File: config.mk
export PLATFORM = sky130hd
export DESIGN_NAME = atrc_control
export DESIGN_NICKNAME = d
export VERILOG_FILES = /design/src/design/atrc_pkg.sv /design/src/design/atrc_control.sv
export SDC_FILE = /design/constraint.sdc
export NUM_CORES = 1
export LEC_CHECK = 0
export ABC_CLOCK_PERIOD_IN_PS = 3450
export BUFFER_PORTS_ARGS = -buffer_cell sky130_fd_sc_hd__buf_2
export CORE_MARGIN = 2
export CORE_UTILIZATION = 50
export DETAILED_ROUTE_END_ITERATION = 6
export PLACE_DENSITY = 0.85
export SLEW_MARGIN = 0
export SYNTH_ARGS = -nofsm -noshare
export SYNTH_HDL_FRONTEND = slang
export SYNTH_SLANG_ARGS = --single-unit
File: constraint.sdc
create_clock -name mclk -period 3.45 [get_ports mclk]
set_clock_uncertainty 0.1 [all_clocks]
set_input_delay 0.345 -clock mclk [delete_from_list [all_inputs] [get_ports mclk]]
set_output_delay 0.345 -clock mclk [all_outputs]
set_load 0.02 [all_outputs]
File: src/design/atrc_pkg.sv
package atrc_pkg;
  // Trigger source codes
  localparam logic [1:0] TRIG_SOFTWARE = 2'h0;
  localparam logic [1:0] TRIG_TIMER = 2'h2;
  localparam logic [1:0] TRIG_EXTERNAL = 2'h3;
  // Operating mode codes
  localparam logic [2:0] MODE_ONE_SHOT = 3'h0;
  localparam logic [2:0] MODE_REPEAT0 = 3'h1;
  // Phase lengths in converter clock cycles
  localparam int START_CYCLES = 2;
  localparam int EXEC_CYCLES_PLAIN = 40;
  localparam int EXEC_CYCLES_ASSIST = 42;
  localparam int EXEC_TAIL_CYCLES = 1;
  localparam int BETWEEN_CYCLES = 1;
  localparam int END_CYCLES = 2;
  localparam int ASSIST_CYCLES = EXEC_CYCLES_ASSIST - EXEC_CYCLES_PLAIN;
  localparam int CNT_W = 6;
  // Result layout
  localparam int RESULT_W = 10;
  localparam int RESULT_COUNT = 8;
  localparam int RESULT_IDX_W = 3;
  localparam logic [RESULT_IDX_W-1:0] RESULT_REF_IDX = 3'h0;

  typedef enum logic [2:0] {
    ATRC_IDLE = 3'b000,
    ATRC_ARMED = 3'b001,
    ATRC_STARTUP = 3'b010,
    ATRC_CONVERT = 3'b011,
    ATRC_BETWEEN = 3'b100,
    ATRC_FINISH = 3'b101
  } atrc_state_t;

  // Software control bits
  typedef struct packed {
    logic start_write;
    logic start_value;
    logic [1:0] trigger_source;
    logic [2:0] mode;
    logic standby_on;
    logic ten_bit;
    logic extended_input_select;
    logic ref_input_connect_bit;
    logic open_circuit_assist_enable;
    logic open_circuit_assist_method;
    logic [2:0] channel_select;
    logic [1:0] channel_group_sel;
  } atrc_ctrl_t;

  // External trigger interrupt setup
  typedef struct packed {
    logic ext_irq_input_enable;
    logic ext_irq_both_edge_sel;
    logic edge_polarity_bit;
    logic irq_flag_clear;
  } atrc_ext_t;
endpackage

File: src/design/atrc_control.sv
`timescale 1ns/1ns
`default_nettype none
module atrc_control #(
  parameter int START_LEN = atrc_pkg::START_CYCLES,
  parameter int END_LEN = atrc_pkg::END_CYCLES
) (
  // Clock and reset
  input wire logic mclk,
  input wire logic rst_n,
  // Software control
  input wire atrc_pkg::atrc_ctrl_t ctrl,
  input wire atrc_pkg::atrc_ext_t ext_cfg,
  input wire logic timer_trigger,
  // Pins
  input wire logic ext_conversion_trigger_pin,
  // Analog front end
  input wire logic [atrc_pkg::RESULT_W-1:0] converter_sample,
  output logic analog_power_on,
  output logic [3:0] analog_channel,
  output logic onchip_reference_input,
  output logic precharge_active,
  output logic discharge_active,
  output logic sampling,
  // Status
  output logic conversion_start_bit,
  output logic irq_request_flag,
  output logic conv_irq_pulse,
  output logic busy,
  output logic [atrc_pkg::RESULT_COUNT*atrc_pkg::RESULT_W-1:0] results
);

  localparam int CNT_MAX = (1 << atrc_pkg::CNT_W) - 1;

  // Counter must hold start, end and execution lengths
  if (START_LEN < 1 || START_LEN > CNT_MAX ||
      END_LEN < 1 || END_LEN > CNT_MAX) begin : g_len_chk
    $error("atrc_control: phase length out of range");
  end
  if (atrc_pkg::EXEC_CYCLES_ASSIST + atrc_pkg::EXEC_TAIL_CYCLES > CNT_MAX) begin : g_exec_chk
    $error("atrc_control: execution length out of range");
  end

  localparam logic [5:0] START_L = 6'(START_LEN);
  localparam logic [5:0] END_L = 6'(END_LEN);
  localparam logic [5:0] EXEC_PLAIN = 6'(atrc_pkg::EXEC_CYCLES_PLAIN + atrc_pkg::EXEC_TAIL_CYCLES);
  localparam logic [5:0] EXEC_ASSIST = 6'(atrc_pkg::EXEC_CYCLES_ASSIST + atrc_pkg::EXEC_TAIL_CYCLES);
  localparam logic [5:0] ASSIST_L = 6'(atrc_pkg::ASSIST_CYCLES);
  localparam logic [5:0] BETWEEN_L = 6'(atrc_pkg::BETWEEN_CYCLES);

  atrc_pkg::atrc_state_t state_reg;
  logic [5:0] cnt_reg;
  logic start_reg;
  logic pin_reg;
  logic [atrc_pkg::RESULT_W-1:0] result_mem [atrc_pkg::RESULT_COUNT];
  logic [atrc_pkg::RESULT_IDX_W-1:0] slot;
  logic pin_fall;
  logic pin_rise;
  logic edge_hit;
  logic trig_hit;
  logic ref_sel;
  logic mode_ok;
  logic done;
  logic repeat0;
  logic [atrc_pkg::RESULT_W-1:0] sample_res;
  logic [5:0] exec_len;
  logic abort_req;

  // Input index to result register
  function automatic logic [2:0] atrc_slot(input logic [3:0] inp, input logic ref_on);
    if (ref_on) begin
      atrc_slot = atrc_pkg::RESULT_REF_IDX;
    end else if (inp[3]) begin
      atrc_slot = {1'b0, inp[1:0]};
    end else begin
      atrc_slot = inp[2:0];
    end
  endfunction

  assign repeat0 = (ctrl.mode == atrc_pkg::MODE_REPEAT0);
  assign mode_ok = (ctrl.mode == atrc_pkg::MODE_ONE_SHOT) || repeat0;
  assign ref_sel = ctrl.extended_input_select && ctrl.ref_input_connect_bit && mode_ok;
  // selected input from channel and group
  assign analog_channel = {ctrl.channel_group_sel[0], ctrl.channel_select};
  // route by input, reference to 0
  assign slot = atrc_slot(analog_channel, ref_sel);
  assign onchip_reference_input = ref_sel;
  assign analog_power_on = ctrl.standby_on;
  assign busy = (state_reg != atrc_pkg::ATRC_IDLE) && (state_reg != atrc_pkg::ATRC_ARMED);
  assign exec_len = ctrl.open_circuit_assist_enable ? EXEC_ASSIST : EXEC_PLAIN;
  // software clear of the start bit
  assign abort_req = ctrl.start_write && !ctrl.start_value;

  assign pin_fall = pin_reg && !ext_conversion_trigger_pin;
  assign pin_rise = !pin_reg && ext_conversion_trigger_pin;

  // edge per polarity and both-edge select
  always_comb begin
    edge_hit = 1'b0;
    if (ext_cfg.ext_irq_input_enable) begin
      if (ext_cfg.ext_irq_both_edge_sel) begin
        edge_hit = pin_fall || pin_rise;
      end else begin
        edge_hit = ext_cfg.edge_polarity_bit ? pin_rise : pin_fall;
      end
    end
  end

  always_comb begin
    case (ctrl.trigger_source)
      atrc_pkg::TRIG_EXTERNAL: trig_hit = pin_fall;
      atrc_pkg::TRIG_TIMER: trig_hit = timer_trigger;
      default: trig_hit = 1'b1;
    endcase
  end

  assign sample_res = ctrl.ten_bit ? converter_sample :
    {2'h0, converter_sample[atrc_pkg::RESULT_W-1 -: 8]};

  assign done = (state_reg == atrc_pkg::ATRC_CONVERT) && (cnt_reg == 6'h01);

  always_ff @(posedge mclk or negedge rst_n) begin
    if (!rst_n) begin
      pin_reg <= 1'b1;
    end else begin
      pin_reg <= ext_conversion_trigger_pin;
    end
  end

  // Start bit, software clear aborts
  always_ff @(posedge mclk or negedge rst_n) begin
    if (!rst_n) begin
      start_reg <= 1'b0;
    end else if (ctrl.start_write) begin
      start_reg <= ctrl.start_value;
    end else if (state_reg == atrc_pkg::ATRC_FINISH && cnt_reg == 6'h01 &&
                 !repeat0 && ctrl.trigger_source == atrc_pkg::TRIG_SOFTWARE) begin
      start_reg <= 1'b0;
    end
  end

  // start bit reads 0 in idle and startup, and while armed for software trigger
  assign conversion_start_bit = start_reg && (state_reg != atrc_pkg::ATRC_IDLE) &&
    (state_reg != atrc_pkg::ATRC_STARTUP) &&
    !(state_reg == atrc_pkg::ATRC_ARMED && ctrl.trigger_source == atrc_pkg::TRIG_SOFTWARE);

  always_ff @(posedge mclk or negedge rst_n) begin
    if (!rst_n) begin
      state_reg <= atrc_pkg::ATRC_IDLE;
      cnt_reg <= 6'h00;
    end else if (!start_reg || abort_req) begin
      state_reg <= atrc_pkg::ATRC_IDLE;
      cnt_reg <= 6'h00;
    end else begin
      case (state_reg)
        atrc_pkg::ATRC_IDLE: begin
          state_reg <= atrc_pkg::ATRC_ARMED;
        end
        atrc_pkg::ATRC_ARMED: begin
          if (trig_hit && ctrl.standby_on) begin
            state_reg <= atrc_pkg::ATRC_STARTUP;
            cnt_reg <= START_L;
          end
        end
        atrc_pkg::ATRC_STARTUP: begin
          if (cnt_reg == 6'h01) begin
            state_reg <= atrc_pkg::ATRC_CONVERT;
            cnt_reg <= exec_len;
          end else begin
            cnt_reg <= cnt_reg - 6'h01;
          end
        end
        atrc_pkg::ATRC_CONVERT: begin
          if (done) begin
            state_reg <= repeat0 ? atrc_pkg::ATRC_BETWEEN : atrc_pkg::ATRC_FINISH;
            cnt_reg <= repeat0 ? BETWEEN_L : END_L;
          end else begin
            cnt_reg <= cnt_reg - 6'h01;
          end
        end
        atrc_pkg::ATRC_BETWEEN: begin
          if (cnt_reg == 6'h01) begin
            state_reg <= atrc_pkg::ATRC_CONVERT;
            cnt_reg <= exec_len;
          end else begin
            cnt_reg <= cnt_reg - 6'h01;
          end
        end
        atrc_pkg::ATRC_FINISH: begin
          if (cnt_reg == 6'h01) begin
            state_reg <= atrc_pkg::ATRC_ARMED;
            cnt_reg <= 6'h00;
          end else begin
            cnt_reg <= cnt_reg - 6'h01;
          end
        end
        default: begin
          state_reg <= atrc_pkg::ATRC_IDLE;
          cnt_reg <= 6'h00;
        end
      endcase
    end
  end

  // assist phase at start of execution
  always_ff @(posedge mclk or negedge rst_n) begin
    if (!rst_n) begin
      precharge_active <= 1'b0;
      discharge_active <= 1'b0;
      sampling <= 1'b0;
    end else begin
      precharge_active <= 1'b0;
      discharge_active <= 1'b0;
      sampling <= 1'b0;
      if (state_reg == atrc_pkg::ATRC_CONVERT && !done) begin
        if (ctrl.open_circuit_assist_enable && cnt_reg > exec_len - ASSIST_L) begin
          precharge_active <= ctrl.open_circuit_assist_method;
          discharge_active <= !ctrl.open_circuit_assist_method;
        end else begin
          sampling <= 1'b1;
        end
      end
    end
  end

  always_ff @(posedge mclk) begin
    if (done && start_reg && !abort_req) begin
      result_mem[slot] <= sample_res;
    end
  end

  always_comb begin
    for (int i = 0; i < atrc_pkg::RESULT_COUNT; i++) begin
      results[i*atrc_pkg::RESULT_W +: atrc_pkg::RESULT_W] = result_mem[i];
    end
  end

  // one-shot completion request, none in repeat 0
  always_ff @(posedge mclk or negedge rst_n) begin
    if (!rst_n) begin
      conv_irq_pulse <= 1'b0;
    end else begin
      conv_irq_pulse <= done && !repeat0 && !abort_req;
    end
  end

  // sticky flag, set wins over clear
  always_ff @(posedge mclk or negedge rst_n) begin
    if (!rst_n) begin
      irq_request_flag <= 1'b0;
    end else if (edge_hit) begin
      irq_request_flag <= 1'b1;
    end else if (ext_cfg.irq_flag_clear) begin
      irq_request_flag <= 1'b0;
    end
  end

endmodule
`default_nettype wire

# Yosys cells after proc, flatten, opt, wreduce, memory -nomap -nowiden

Memory sizes are Yosys's and may differ from the RTL's.
Cells that the tools add are included.

Memory bits (writable): 80
Logic and storage cells: 105
Input bits: 36
Output and inout bits: 93
Memories kept: 1
Flip-flop bits (word level): 16

Multiplexer cells: 34
Equality and inequality tests: 16
Reductions and logical operators: 42
Magnitude comparators: 1
Add/subtract/negate cells: 2

Memory list:

| memory     | words | bits a word | rd ports | clocked after Yosys merged registers in | wr ports | RTL line           | source |
|---|---|---|---|---|---|---|---|
| result_mem | 8     | 10          | 8        | 0                                       | 1        | atrc_control.sv:54 | `logic [atrc_pkg::RESULT_W-1:0] result_mem [atrc_pkg::RESULT_COUNT];` |

Operators by type and width:

| operator                                                                 | count |
|---|---|
| 6-bit two-way mux                                                        | 5 |
| 6-bit case mux with 5 select lines                                       | 1 |
| 1-bit logical AND                                                        | 21 |
| 3-bit two-way mux                                                        | 7 |
| 1-bit two-way mux                                                        | 16 |
| 3-bit case mux with 5 select lines                                       | 1 |
| 10-bit two-way mux                                                       | 1 |
| 1-bit zero test                                                          | 9 |
| 3-bit by 1-bit inequality test with 1-bit output (second input constant) | 3 |
| 3-bit by 2-bit inequality test with 1-bit output (second input constant) | 3 |
| 3-bit by 1-bit equality test with 1-bit output (second input constant)   | 2 |
| 3-bit by 2-bit equality test with 1-bit output (second input constant)   | 2 |
| 3-bit equality test (second input constant)                              | 2 |
| 6-bit by 1-bit equality test with 1-bit output (second input constant)   | 1 |
| 6-bit > comparator                                                       | 1 |
| 3-bit zero test                                                          | 2 |
| 6-bit by 1-bit subtractor with 6-bit output (second input constant)      | 1 |
| 6-bit by 2-bit subtractor with 6-bit output (second input constant)      | 1 |
| 2-bit equality test (second input constant)                              | 2 |
| 2-bit two-way mux                                                        | 2 |
| 4-bit AND reduction                                                      | 1 |
| 2-bit nonzero test                                                       | 2 |
| 1-bit logical OR                                                         | 3 |
| 3-bit nonzero test                                                       | 1 |
| 5 further kinds                                                          | 5 |

# Longest topological paths before layout

Gate-level depths: netlist (run 1).

Depth in word-level cells: 7
Mapped depth: 6
Gate-level depth less buffers: 6

# Worst setup path after synthesis (run 1)

Ideal clock, no wire load.

Path type: register -> register
Start point: reg cnt_reg[1]
End point: mem result_mem[6][0] in the netlist's numbering (enable)
Clock period less this slack: 2,519 ps
Data arrival time: 2,029 ps
Library setup time: 390 ps
Path slack: 931 ps
Required time: 2,960 ps
Cell stages (with the launch flop): 7
Path buffers: 0
Cells stage by stage: dfrtp_1 > inv_1 > ha_1 > or2b_4 > nor2_4 > nand4_2 > nor3_1

Cells in the longest elaborated chain, start to end: 6

Ends and longest elaborated chain:

| element                                        | RTL line            | source |
|---|---|---|
| from (decl)                                    | atrc_control.sv:51  | `logic [5:0] cnt_reg;` |
| from (signal assigned)                         | atrc_control.sv:167 | `cnt_reg <= exec_len;` |
| from (signal assigned)                         | atrc_control.sv:169 | `cnt_reg <= cnt_reg - 6'h01;` |
| from (signal assigned)                         | atrc_control.sv:175 | `cnt_reg <= repeat0 ? BETWEEN_L : END_L;` |
| 6-bit by 1-bit equality test with 1-bit output | atrc_control.sv:119 | `assign done = (state_reg == atrc_pkg::ATRC_CONVERT) && (cnt_reg == 6'h01);` |
| 1-bit logical AND                              | atrc_control.sv:119 |  |
| 1-bit logical AND (2 in a row)                 | atrc_control.sv:226 | `if (done && start_reg && !abort_req) begin` |
| 1-bit two-way mux                              | atrc_control.sv:226 |  |
| 1-bit two-way mux (implied by the code)        | atrc_control.sv:227 | `result_mem[slot] <= sample_res;` |
| to (decl)                                      | atrc_control.sv:54  |  |

Every way passes these cells.

# Final worst setup path (run 1)

Start point: reg cnt_reg[1]
End point: mem result_mem[6][9] in the netlist's numbering (enable)

The elaborated chain is that of the path after synthesis.

==> impl_metrics.ini, run 1 <==
[routing]
wl_um = 8723
drc_errors = 0
vias_per_cell = 5.285
ant_nets = 0
vias = 2558
drtIter0Drc = 110
drtPass1Iterations = 4
wl_per_cell_um = 18.02

[logic_synthesis]
synthesis.area_um2 = 3831
yosys_register_bits = 96
synth_compound_area_frac = 0.07577
synth-xor-area-share = 0.004572
synth_area_leaders = edfxtp_1 (63%), dfrtp_1 (9.8%), mux2_2 (2.6%)
syn-num-nets = 283
netlist.area_leader.share = 0.6270
synth.yosys.warnings = 0
synth_ff_type = edfxtp_1
netlist.top_cell.by_area = edfxtp_1
syn_area_per_cell_um2 = 15.96
synth_top_family_by_area = simple AND/OR/NAND/NOR gates
synthAdderAreaFrac = 0.02286
seq_area_frac_synth = 0.7319
synth_enable_flop_cells = 80
synth_mux_area_frac = 0.03168
ys_types = 56
async_flop_share = 0.1667
synthCells = 240
synth-simple-area-share = 0.1091

[global_route]
grt_start_max_net_pins = 21
gr-total-overflow = 0
grt_pass1_wl_um = 13750
grt_pass1_vias = 2576
antenna_found_initial = 0
grtUsageTotal = 0.2165

[floorplanning]
ios = 129
core_um2 = 7331
rows = 31
start_util = 0.5226
die_area_um2 = 8379
die_x_um = 91.54
die_h_um = 91.54

[power_and_ir_drop]
power_frac_comb = 0.066
max-vdd-ir-drop_mv = 0.2387
power.share.clock = 0.335
switching_share = 0.2449
power_density_nw_per_um2 = 440.8
power_switching_uw = 522.3
power_uw = 2133
p_int_uw = 1611
seqPwrFrac = 0.599
p_leak_uw = 0.002024

[clock_tree]
cts_tree = built
clk_path_buf_depth = 2
cts-root-buf = clkbuf_8
h-tree-depth = 3
clock_sinks = 96
cts_buffers = 9
cts_setup_buffers = 0
clkTransAtPathRegs_ns = 0.10
insertion_delay_ns = 0.35

[timing]
fmax_ghz = 0.3862
drv_slew = 0
rsz0062_at_grt = no
setup_viol = 0
finalCritPeriodShare = 0.7506
worstMarginPinSlew_ns = 0.8367
hold_violations = 0
layout_min_cycle_time_ns = 2.589
final.setup.tns_ns = 0
max-slew-margin-rel = 0.4392
whs_ns = 0.05362

[placed_design]
gp_congestion = 0.8906
io_buffers = 127
place_hpwl_um = 6567

[layout]
layout-drive-gt1-share = 0.4727
nets = 423
area_growth_pct = 26.32
largest_register_ffs = 80
diodes = 0

[worst_setup_path]
crit_start = cnt_reg[1]
cp_max_fo = 10
critPathCaptureType = flip-flop
required_ns = 3.33
r2r_start = cnt_reg[1]
start_kind = flip-flop
criticalPathCategory = reg2reg
cp.arrival_ns = 2.47

[worst_hold_path]
worstHoldPathType = in2reg
min_from = ctrl[5]

[run_status]
status = finished clean

[job]
drv_cap = 0
==> through the flow <==
step / util / cells / worst slack, ns / cell area (um2)
floorplan: - / 240 / 0.9307 / 3831
global placement: 0.6295 / 466 / 0.9147 / 4614
detailed placement: 0.6295 / 466 / 0.8917 / 4614
CTS: 0.6602 / 484 / 0.8427 / 4840
global route: 0.6602 / 484 / 0.7144 / 4840
finish: 0.6602 / 484 / 0.8606 / 4840
==> layout by cell type (no fill, tap or decap), drive strengths merged, types with 7 or more instances in the layout <==
cell and instances:
buf 135, edfxtp 80, dfrtp 15, inv 14
nor2 12, nand2 10, nor3 10, mux2 9
a21oi 9, clkbuf 9, nand3 8, ha 7
==> final timing paths <==
path | to | slack, ns | cells after the start
max | result_mem[6][9] | 0.86 | 6
min | discharge_active | 0.05 | 2
max reg2reg | result_mem[6][9] | 0.86 | 6
min reg2reg | irq_request_flag | 0.44 | 2
max in group asynchronous | pin_reg | 2.61 | 2
min in group asynchronous | state_reg[0] | 0.33 | 2
==> synthesized netlist by cell type, types with 3 or more instances <==
| master | count |
|---|---|
| edfxtp_1 | 80 |
| dfrtp_1 | 15 |
| nor2_1 | 11 |
| nand2_1 | 10 |
| a21oi_1 | 9 |
| inv_1 | 9 |
| mux2_2 | 9 |
| ha_1 | 7 |
| nand3_1 | 7 |
| nor3_1 | 7 |
| a21o_1 | 5 |
| buf_4 | 5 |
| o211ai_1 | 4 |
| nand2b_1 | 3 |
==> layer usage <==
| metal | vias up | global-route usage | routed length [um] | share of wire |
|---|---|---|---|---|
| met3 | 12 | 0.05228 | 567 | 0.065 |
| met4 | 0 | 0.06439 | 115 | 0.013 |
| li1 | 1201 | - | - | - |
| met5 | - | 0 | 0 | 0 |
| met2 | 131 | 0.3732 | 4447 | 0.51 |
| met1 | 1214 | 0.2710 | 3593 | 0.41 |
==> power by group through the flow <==
stage	clock (uW)	sequential [uW]	combinational, uW
finish	714	1280	141
global route	772	1280	157
CTS	732	1280	142
detailed placement	0	1300	139
global placement	0	1300	135
floorplan	0	1300	86.3
==> repair_timing <==
item                       CTS  global route
setup endpoints to repair    0             0
hold endpoints to repair    16             0
gates resized for setup      0             0
hold buffers                 2             0
==> worst max-delay path, cell delays in order (launching register included) <==
cell and delay, ns:
dfrtp_1 0.45, inv_1 0.10, ha_1 0.17, or2b_4 0.32, nor2_4 0.17, nand4_2 0.19, nor3_2 0.72
==> cell families after synthesis <==
kind of cell             count (synthesis)
AO/OA/AOI/OAI                           40
XOR/XNOR                                 2
adder cells (fa/ha/maj)                  7
buffers and inverters                   19
multiplexers                            11
flip-flops                              96
AND/OR/NAND/NOR                         65
==> cell type report <==
| type | count | area [um2] |
|---|---|---|
| Sequential cell | 96 | 2804 |
| Clock buffer | 9 | 123.9 |
| Inverter | 11 | 41.29 |
| Tap cell | 99 | 123.9 |
| Fill cell | 528 | 2491 |
| Timing Repair Buffer | 137 | 715.7 |
| Clock inverter | 7 | 81.33 |
| Multi-Input combinational cell | 125 | 949.7 |
No activity file was read; power rests on OpenSTA's default activity.
==> inputs of run 2 (changes only) <==
--- a/config.mk
+++ b/config.mk
@@ -5,7 +5,7 @@
 export SDC_FILE = /design/constraint.sdc
 export NUM_CORES = 1
 export LEC_CHECK = 0
-export ABC_CLOCK_PERIOD_IN_PS = 3450
+export ABC_CLOCK_PERIOD_IN_PS = 2510
 export BUFFER_PORTS_ARGS = -buffer_cell sky130_fd_sc_hd__buf_2
 export CORE_MARGIN = 2
 export CORE_UTILIZATION = 50
==> constraint.sdc (replaced) <==
create_clock -name mclk -period 2.51 [get_ports mclk]
set_clock_uncertainty 0.1 [all_clocks]
set_input_delay 0.251 -clock mclk [delete_from_list [all_inputs] [get_ports mclk]]
set_output_delay 0.251 -clock mclk [all_outputs]
set_load 0.02 [all_outputs]
==> run 2 against run 1 <==
Setup slack worse by 0.65 ns. Final cell count grew 1.4%. Sequential share of layout area fell by 0.52 points. Wire length is 3.2% lower. Fmax is 12% higher. Core utilization increased by 0.60 points. Clock-buffer cell count unchanged. Sequential cell count is the same. Sequential power is 37% higher. Worst hold slack got worse by 0.023 ns. Total power increased by 35%. Critical endpoint is now result_mem[2][8]. Highest routed layer unchanged.
==> impl_metrics.ini, run 2 (synthesized netlist as in run 1, its figures left out) <==
[placed_design]
pre_cts_ws_ns = 0.2304
io_buffers = 127
place_hpwl_um = 6319
gp_congestion = 0.8787

[layout]
fin_util = 0.6662
nets = 430
layout-drive-gt1-share = 0.4745
multiInputGateArea_um2 = 949.7
final_common_cell = buf_2
seqCellArea_um2 = 2804
diodes = 0
area_growth_pct = 27.47
largest_register_ffs = 80
n_fill_cell = 524
layout_common_cells = buf_2 (127), edfxtp_1 (80), dfrtp_1 (15)

[worst_setup_path]
ff2ff_setup_slack_ns = 0.21
required_ns = 2.48
cpPeakStageDelay_ns = 0.44
crit_slowest_cell = dfrtp_1
path_cells = inv_1 > ha_1 > or2b_4 > nor2_4 > nand4_2 > nor4_2 > buf_4
cp.arrival_ns = 2.27
criticalPathCategory = reg2reg
critPathCaptureType = flip-flop
start_kind = flip-flop
r2r_start = cnt_reg[1]
r2r_end = result_mem[2][8]
rr_worst_depth = 7
cp_max_fo = 6

[global_route]
gr-total-overflow = 0
grt_pass1_wl_um = 13190
grt_start_max_net_pins = 19
antenna_found_initial = 0
grt_pass1_vias = 2509
grtUsageTotal = 0.2105

[floorplanning]
die_h_um = 91.54
ios = 129
rows = 31
die_x_um = 91.54
start_util = 0.5226
core_um2 = 7331
die_area_um2 = 8379

[run_status]
status = finished clean

[worst_hold_path]
min_to = start_reg
min_from = ctrl[16]
worstHoldPathType = in2reg
min_path_cells = 3

[timing]
rsz0062_at_grt = no
finalCritPeriodShare = 0.9179
max-slew-margin-rel = 0.7042
fmax_ghz = 0.4340
worstMarginPinSlew_ns = 0.4413
layout_min_cycle_time_ns = 2.304
hold_violations = 0
drv_slew = 0
setup_viol = 0
final.setup.tns_ns = 0
worst_slack_ns = 0.2060

[power_and_ir_drop]
power_uw = 2881
max-vdd-ir-drop_mv = 0.2462
p_leak_uw = 0.002042
power_density_nw_per_um2 = 590.0

[job]
drv_cap = 0

[routing]
wl_per_cell_um = 17.20
vias_per_cell = 5.422
wl_um = 8444
vias = 2662
drtIter0Drc = 122
ant_nets = 0
drc_errors = 0
drtPass1Iterations = 4

[clock_tree]
clock_sinks = 96
cts_hold_buf = 5
ctsResizeCount = 0
clkTransAtPathRegs_ns = 0.10
cts_buffers = 9
cts-root-buf = clkbuf_8
h-tree-depth = 3
insertion_delay_ns = 0.36
clk_path_buf_depth = 2
cts_setup_buffers = 0
cts_tree = built
[run 2: area by class of cell]
type	count	share of cell area
repair buffers	144	0.1589
clock inverters	7	0.01332
flip-flops and latches	96	0.5742
inverters	11	0.008455
well taps	99	0.02537
multi-input cells	125	0.1945
clock buffers	9	0.02537
[run 2: routing by layer]
layer / part of all wire / wire length, um / global-route usage / vias to the layer above
li1: - / - / - / 1210
met1: 0.38 / 3208 / 0.2587 / 1253
met2: 0.50 / 4186 / 0.3511 / 176
met3: 0.088 / 741 / 0.05062 / 23
met4: 0.036 / 307 / 0.09848 / 0
met5: 0 / 0 / 0 / -
[run 2: worst max path at each step]
stage          startpoint          endpoint  slack (ns)  cells after the start
2_1_floorplan  cnt_reg[1]  result_mem[1][0]        0.03                      6
3_3_place_gp   cnt_reg[1]  result_mem[2][5]        0.30                      7
3_5_place_dp   cnt_reg[1]  result_mem[2][9]        0.23                      7
4_1_cts        cnt_reg[1]  result_mem[2][7]        0.19                      7
5_1_grt        cnt_reg[1]  result_mem[2][7]        0.02                      7
6_report       cnt_reg[1]  result_mem[2][8]        0.21                      7
[run 2: report_power, final]
part | total [uW] | switching [uW] | internal (uW)
clock network | 923 | 542 | 382
logic | 202 | 123 | 78.7
registers | 1760 | 13.7 | 1740
total | 2880 | 679 | 2200
[run 2: metrics by stage]
step / cell area [um2] / std cells / hold WS, ns
CTS: 4883 / 491 / 0.01809
global route: 4883 / 491 / 0.04225
finish: 4883 / 491 / 0.03087
detailed placement: 4644 / 470 / 0.09517
floorplan: 3836 / 240 / -0.1446
global placement: 4644 / 470 / 0.09074
[run 2: worst max-delay path, delay by kind of cell, from the launching register on]
family / cells / cell delay [ns]
adders and majority gates: 1 / 0.19
buffers and inverters: 2 / 0.31
DFF: 1 / 0.44
and+or+nand+nor: 4 / 0.95
==> inputs of run 3 (changes only) <==
--- a/config.mk
+++ b/config.mk
@@ -5,7 +5,7 @@
 export SDC_FILE = /design/constraint.sdc
 export NUM_CORES = 1
 export LEC_CHECK = 0
-export ABC_CLOCK_PERIOD_IN_PS = 2510
+export ABC_CLOCK_PERIOD_IN_PS = 2310
 export BUFFER_PORTS_ARGS = -buffer_cell sky130_fd_sc_hd__buf_2
 export CORE_MARGIN = 2
 export CORE_UTILIZATION = 50
==> constraint.sdc (replaced) <==
create_clock -name mclk -period 2.31 [get_ports mclk]
set_clock_uncertainty 0.1 [all_clocks]
set_input_delay 0.231 -clock mclk [delete_from_list [all_inputs] [get_ports mclk]]
set_output_delay 0.231 -clock mclk [all_outputs]
set_load 0.02 [all_outputs]
==> run 3 against run 2 <==
Core utilization is 0.89 points higher. Critical path type unchanged. Clock power rose by 17%. Highest routed layer unchanged. Critical path depth is the same. First-iteration DRC count increased by 30%. Worst hold slack worse by 0.017 ns. Wire length increased by 5.9%. Design area is 1.3% higher. Setup slack worse by 0.085 ns. Via count increased by 0.38%. Sequential power rose by 9%. Register-to-register slack worse by 0.08 ns. Sequential cell count did not move.
==> impl_metrics.ini, run 3 (synthesized netlist as in run 1, its figures left out) <==
[placed_design]
gp_congestion = 0.9122
io_buffers = 127
place_hpwl_um = 6735
pre_cts_ws_ns = 0.1067

[worst_setup_path]
start_kind = flip-flop
critPathCaptureType = flip-flop
rr_worst_depth = 7
criticalPathCategory = reg2reg
ff2ff_setup_slack_ns = 0.12
required_ns = 2.29
r2r_start = cnt_reg[1]
cp.arrival_ns = 2.17
r2r_end = result_mem[2][1]
cp_max_fo = 10
crit_start = cnt_reg[1]

[layout]
final_common_cell = buf_2
nets = 434
layout-drive-gt1-share = 0.4798
largest_register_ffs = 80
diodes = 0
area_growth_pct = 29.16
layout_common_cells = buf_2 (127), edfxtp_1 (80), dfrtp_1 (15)

[clock_tree]
clock_sinks = 96
cts_buffers = 9
h-tree-depth = 3
cts_setup_buffers = 0
cts-root-buf = clkbuf_8
clkTransAtPathRegs_ns = 0.10
insertion_delay_ns = 0.37
cts_tree = built
clk_path_buf_depth = 2

[routing]
drtPass1Iterations = 4
ant_nets = 0
drc_errors = 0
vias_per_cell = 5.398
vias = 2672
wl_per_cell_um = 18.06
wl_um = 8941
drtIter0Drc = 158

[worst_hold_path]
min_from = ext_cfg[3]
min_path_cells = 3
worstHoldPathType = in2reg
min_to = irq_request_flag

[timing]
hold_violations = 0
finalCritPeriodShare = 0.9476
layout_min_cycle_time_ns = 2.189
fmax_ghz = 0.4569
max-slew-margin-rel = 0.6853
worstMarginPinSlew_ns = 0.4712
setup_viol = 0
worst_slack_ns = 0.1211
drv_slew = 0

[global_route]
antenna_found_initial = 0
grt_pass1_wl_um = 13790
grt_start_max_net_pins = 21
grtUsageTotal = 0.2187
gr-total-overflow = 0
grt_pass1_vias = 2609

[floorplanning]
ios = 129
die_h_um = 91.54
die_area_um2 = 8379
core_um2 = 7331
die_x_um = 91.54
rows = 31
start_util = 0.5226

[power_and_ir_drop]
p_leak_uw = 0.002084
power_density_nw_per_um2 = 648.8
power_uw = 3211
max-vdd-ir-drop_mv = 0.2915

[job]
drv_cap = 0

[run_status]
status = finished clean
run 3: changes by cell type in the layout (fill, tap and decap cells not counted), sizes merged:
cell         change
buf              +3
clkinvlp         -3
inv              +2
clkinv           +1
dlygate4sd3      +1
run 3: final cells by class:
| type | count | area [um2] |
|---|---|---|
| sequential | 96 | 2804 |
| inverter | 11 | 41.29 |
| clock inverter | 7 | 76.32 |
| clock buffer | 9 | 123.9 |
| multi-input combinational | 125 | 967.2 |
| timing repair buffer | 148 | 812.0 |
| fill | 523 | 2382 |
| tap | 99 | 123.9 |
run 3: how the worst max path moves through the flow:
| stage | endpoint | slack [ns] |
|---|---|---|
| 6_report | result_mem[2][1] | 0.12 |
| 5_1_grt | result_mem[2][1] | -0.005 |
| 4_1_cts | result_mem[2][1] | 0.09 |
| 3_5_place_dp | result_mem[2][0] | 0.11 |
| 3_3_place_gp | result_mem[2][1] | 0.19 |
| 2_1_floorplan | result_mem[1][0] | -0.17 |
run 3: timing repair:
action / CTS / global route
setup endpoints to repair: 0 / 2
hold endpoints to repair: 21 / 0
hold buffers: 6 / 0
gates resized for setup: 0 / 3
run 3: where the power goes:
part	leakage (uW)	switching, uW	internal, uW
combinational	0.00105	137	89.9
clock	0.000103	645	432
sequential	0.000935	13.6	1890
total	0.00208	795	2420
run 3: critical path: stages, from the launching register on:
cell	delay, ns
dfrtp_1	0.39
inv_1	0.07
ha_1	0.17
or2b_4	0.32
nor2_4	0.16
nand4_2	0.21
nor4_4	0.27
buf_6	0.20
run 3: routing by layer:
metal,part of all wire,GRT usage,vias up
met5,0,0,-
met4,0.016,0.07955,0
met3,0.093,0.05726,13
met2,0.50,0.3676,158
met1,0.39,0.2728,1277
li1,-,-,1224
run 3: through the flow:
stage          std cells   TNS [ns]    util  hold slack, ns  area (um2)
2_1_floorplan        240     -3.932       -         -0.1646        3845
3_3_place_gp         473          0  0.6378         0.06508        4676
3_5_place_dp         473          0  0.6378         0.07638        4676
4_1_cts              495          0  0.6733         0.01342        4936
5_1_grt              495  -0.004698  0.6750         0.03436        4949
6_report             495          0  0.6750         0.01365        4949
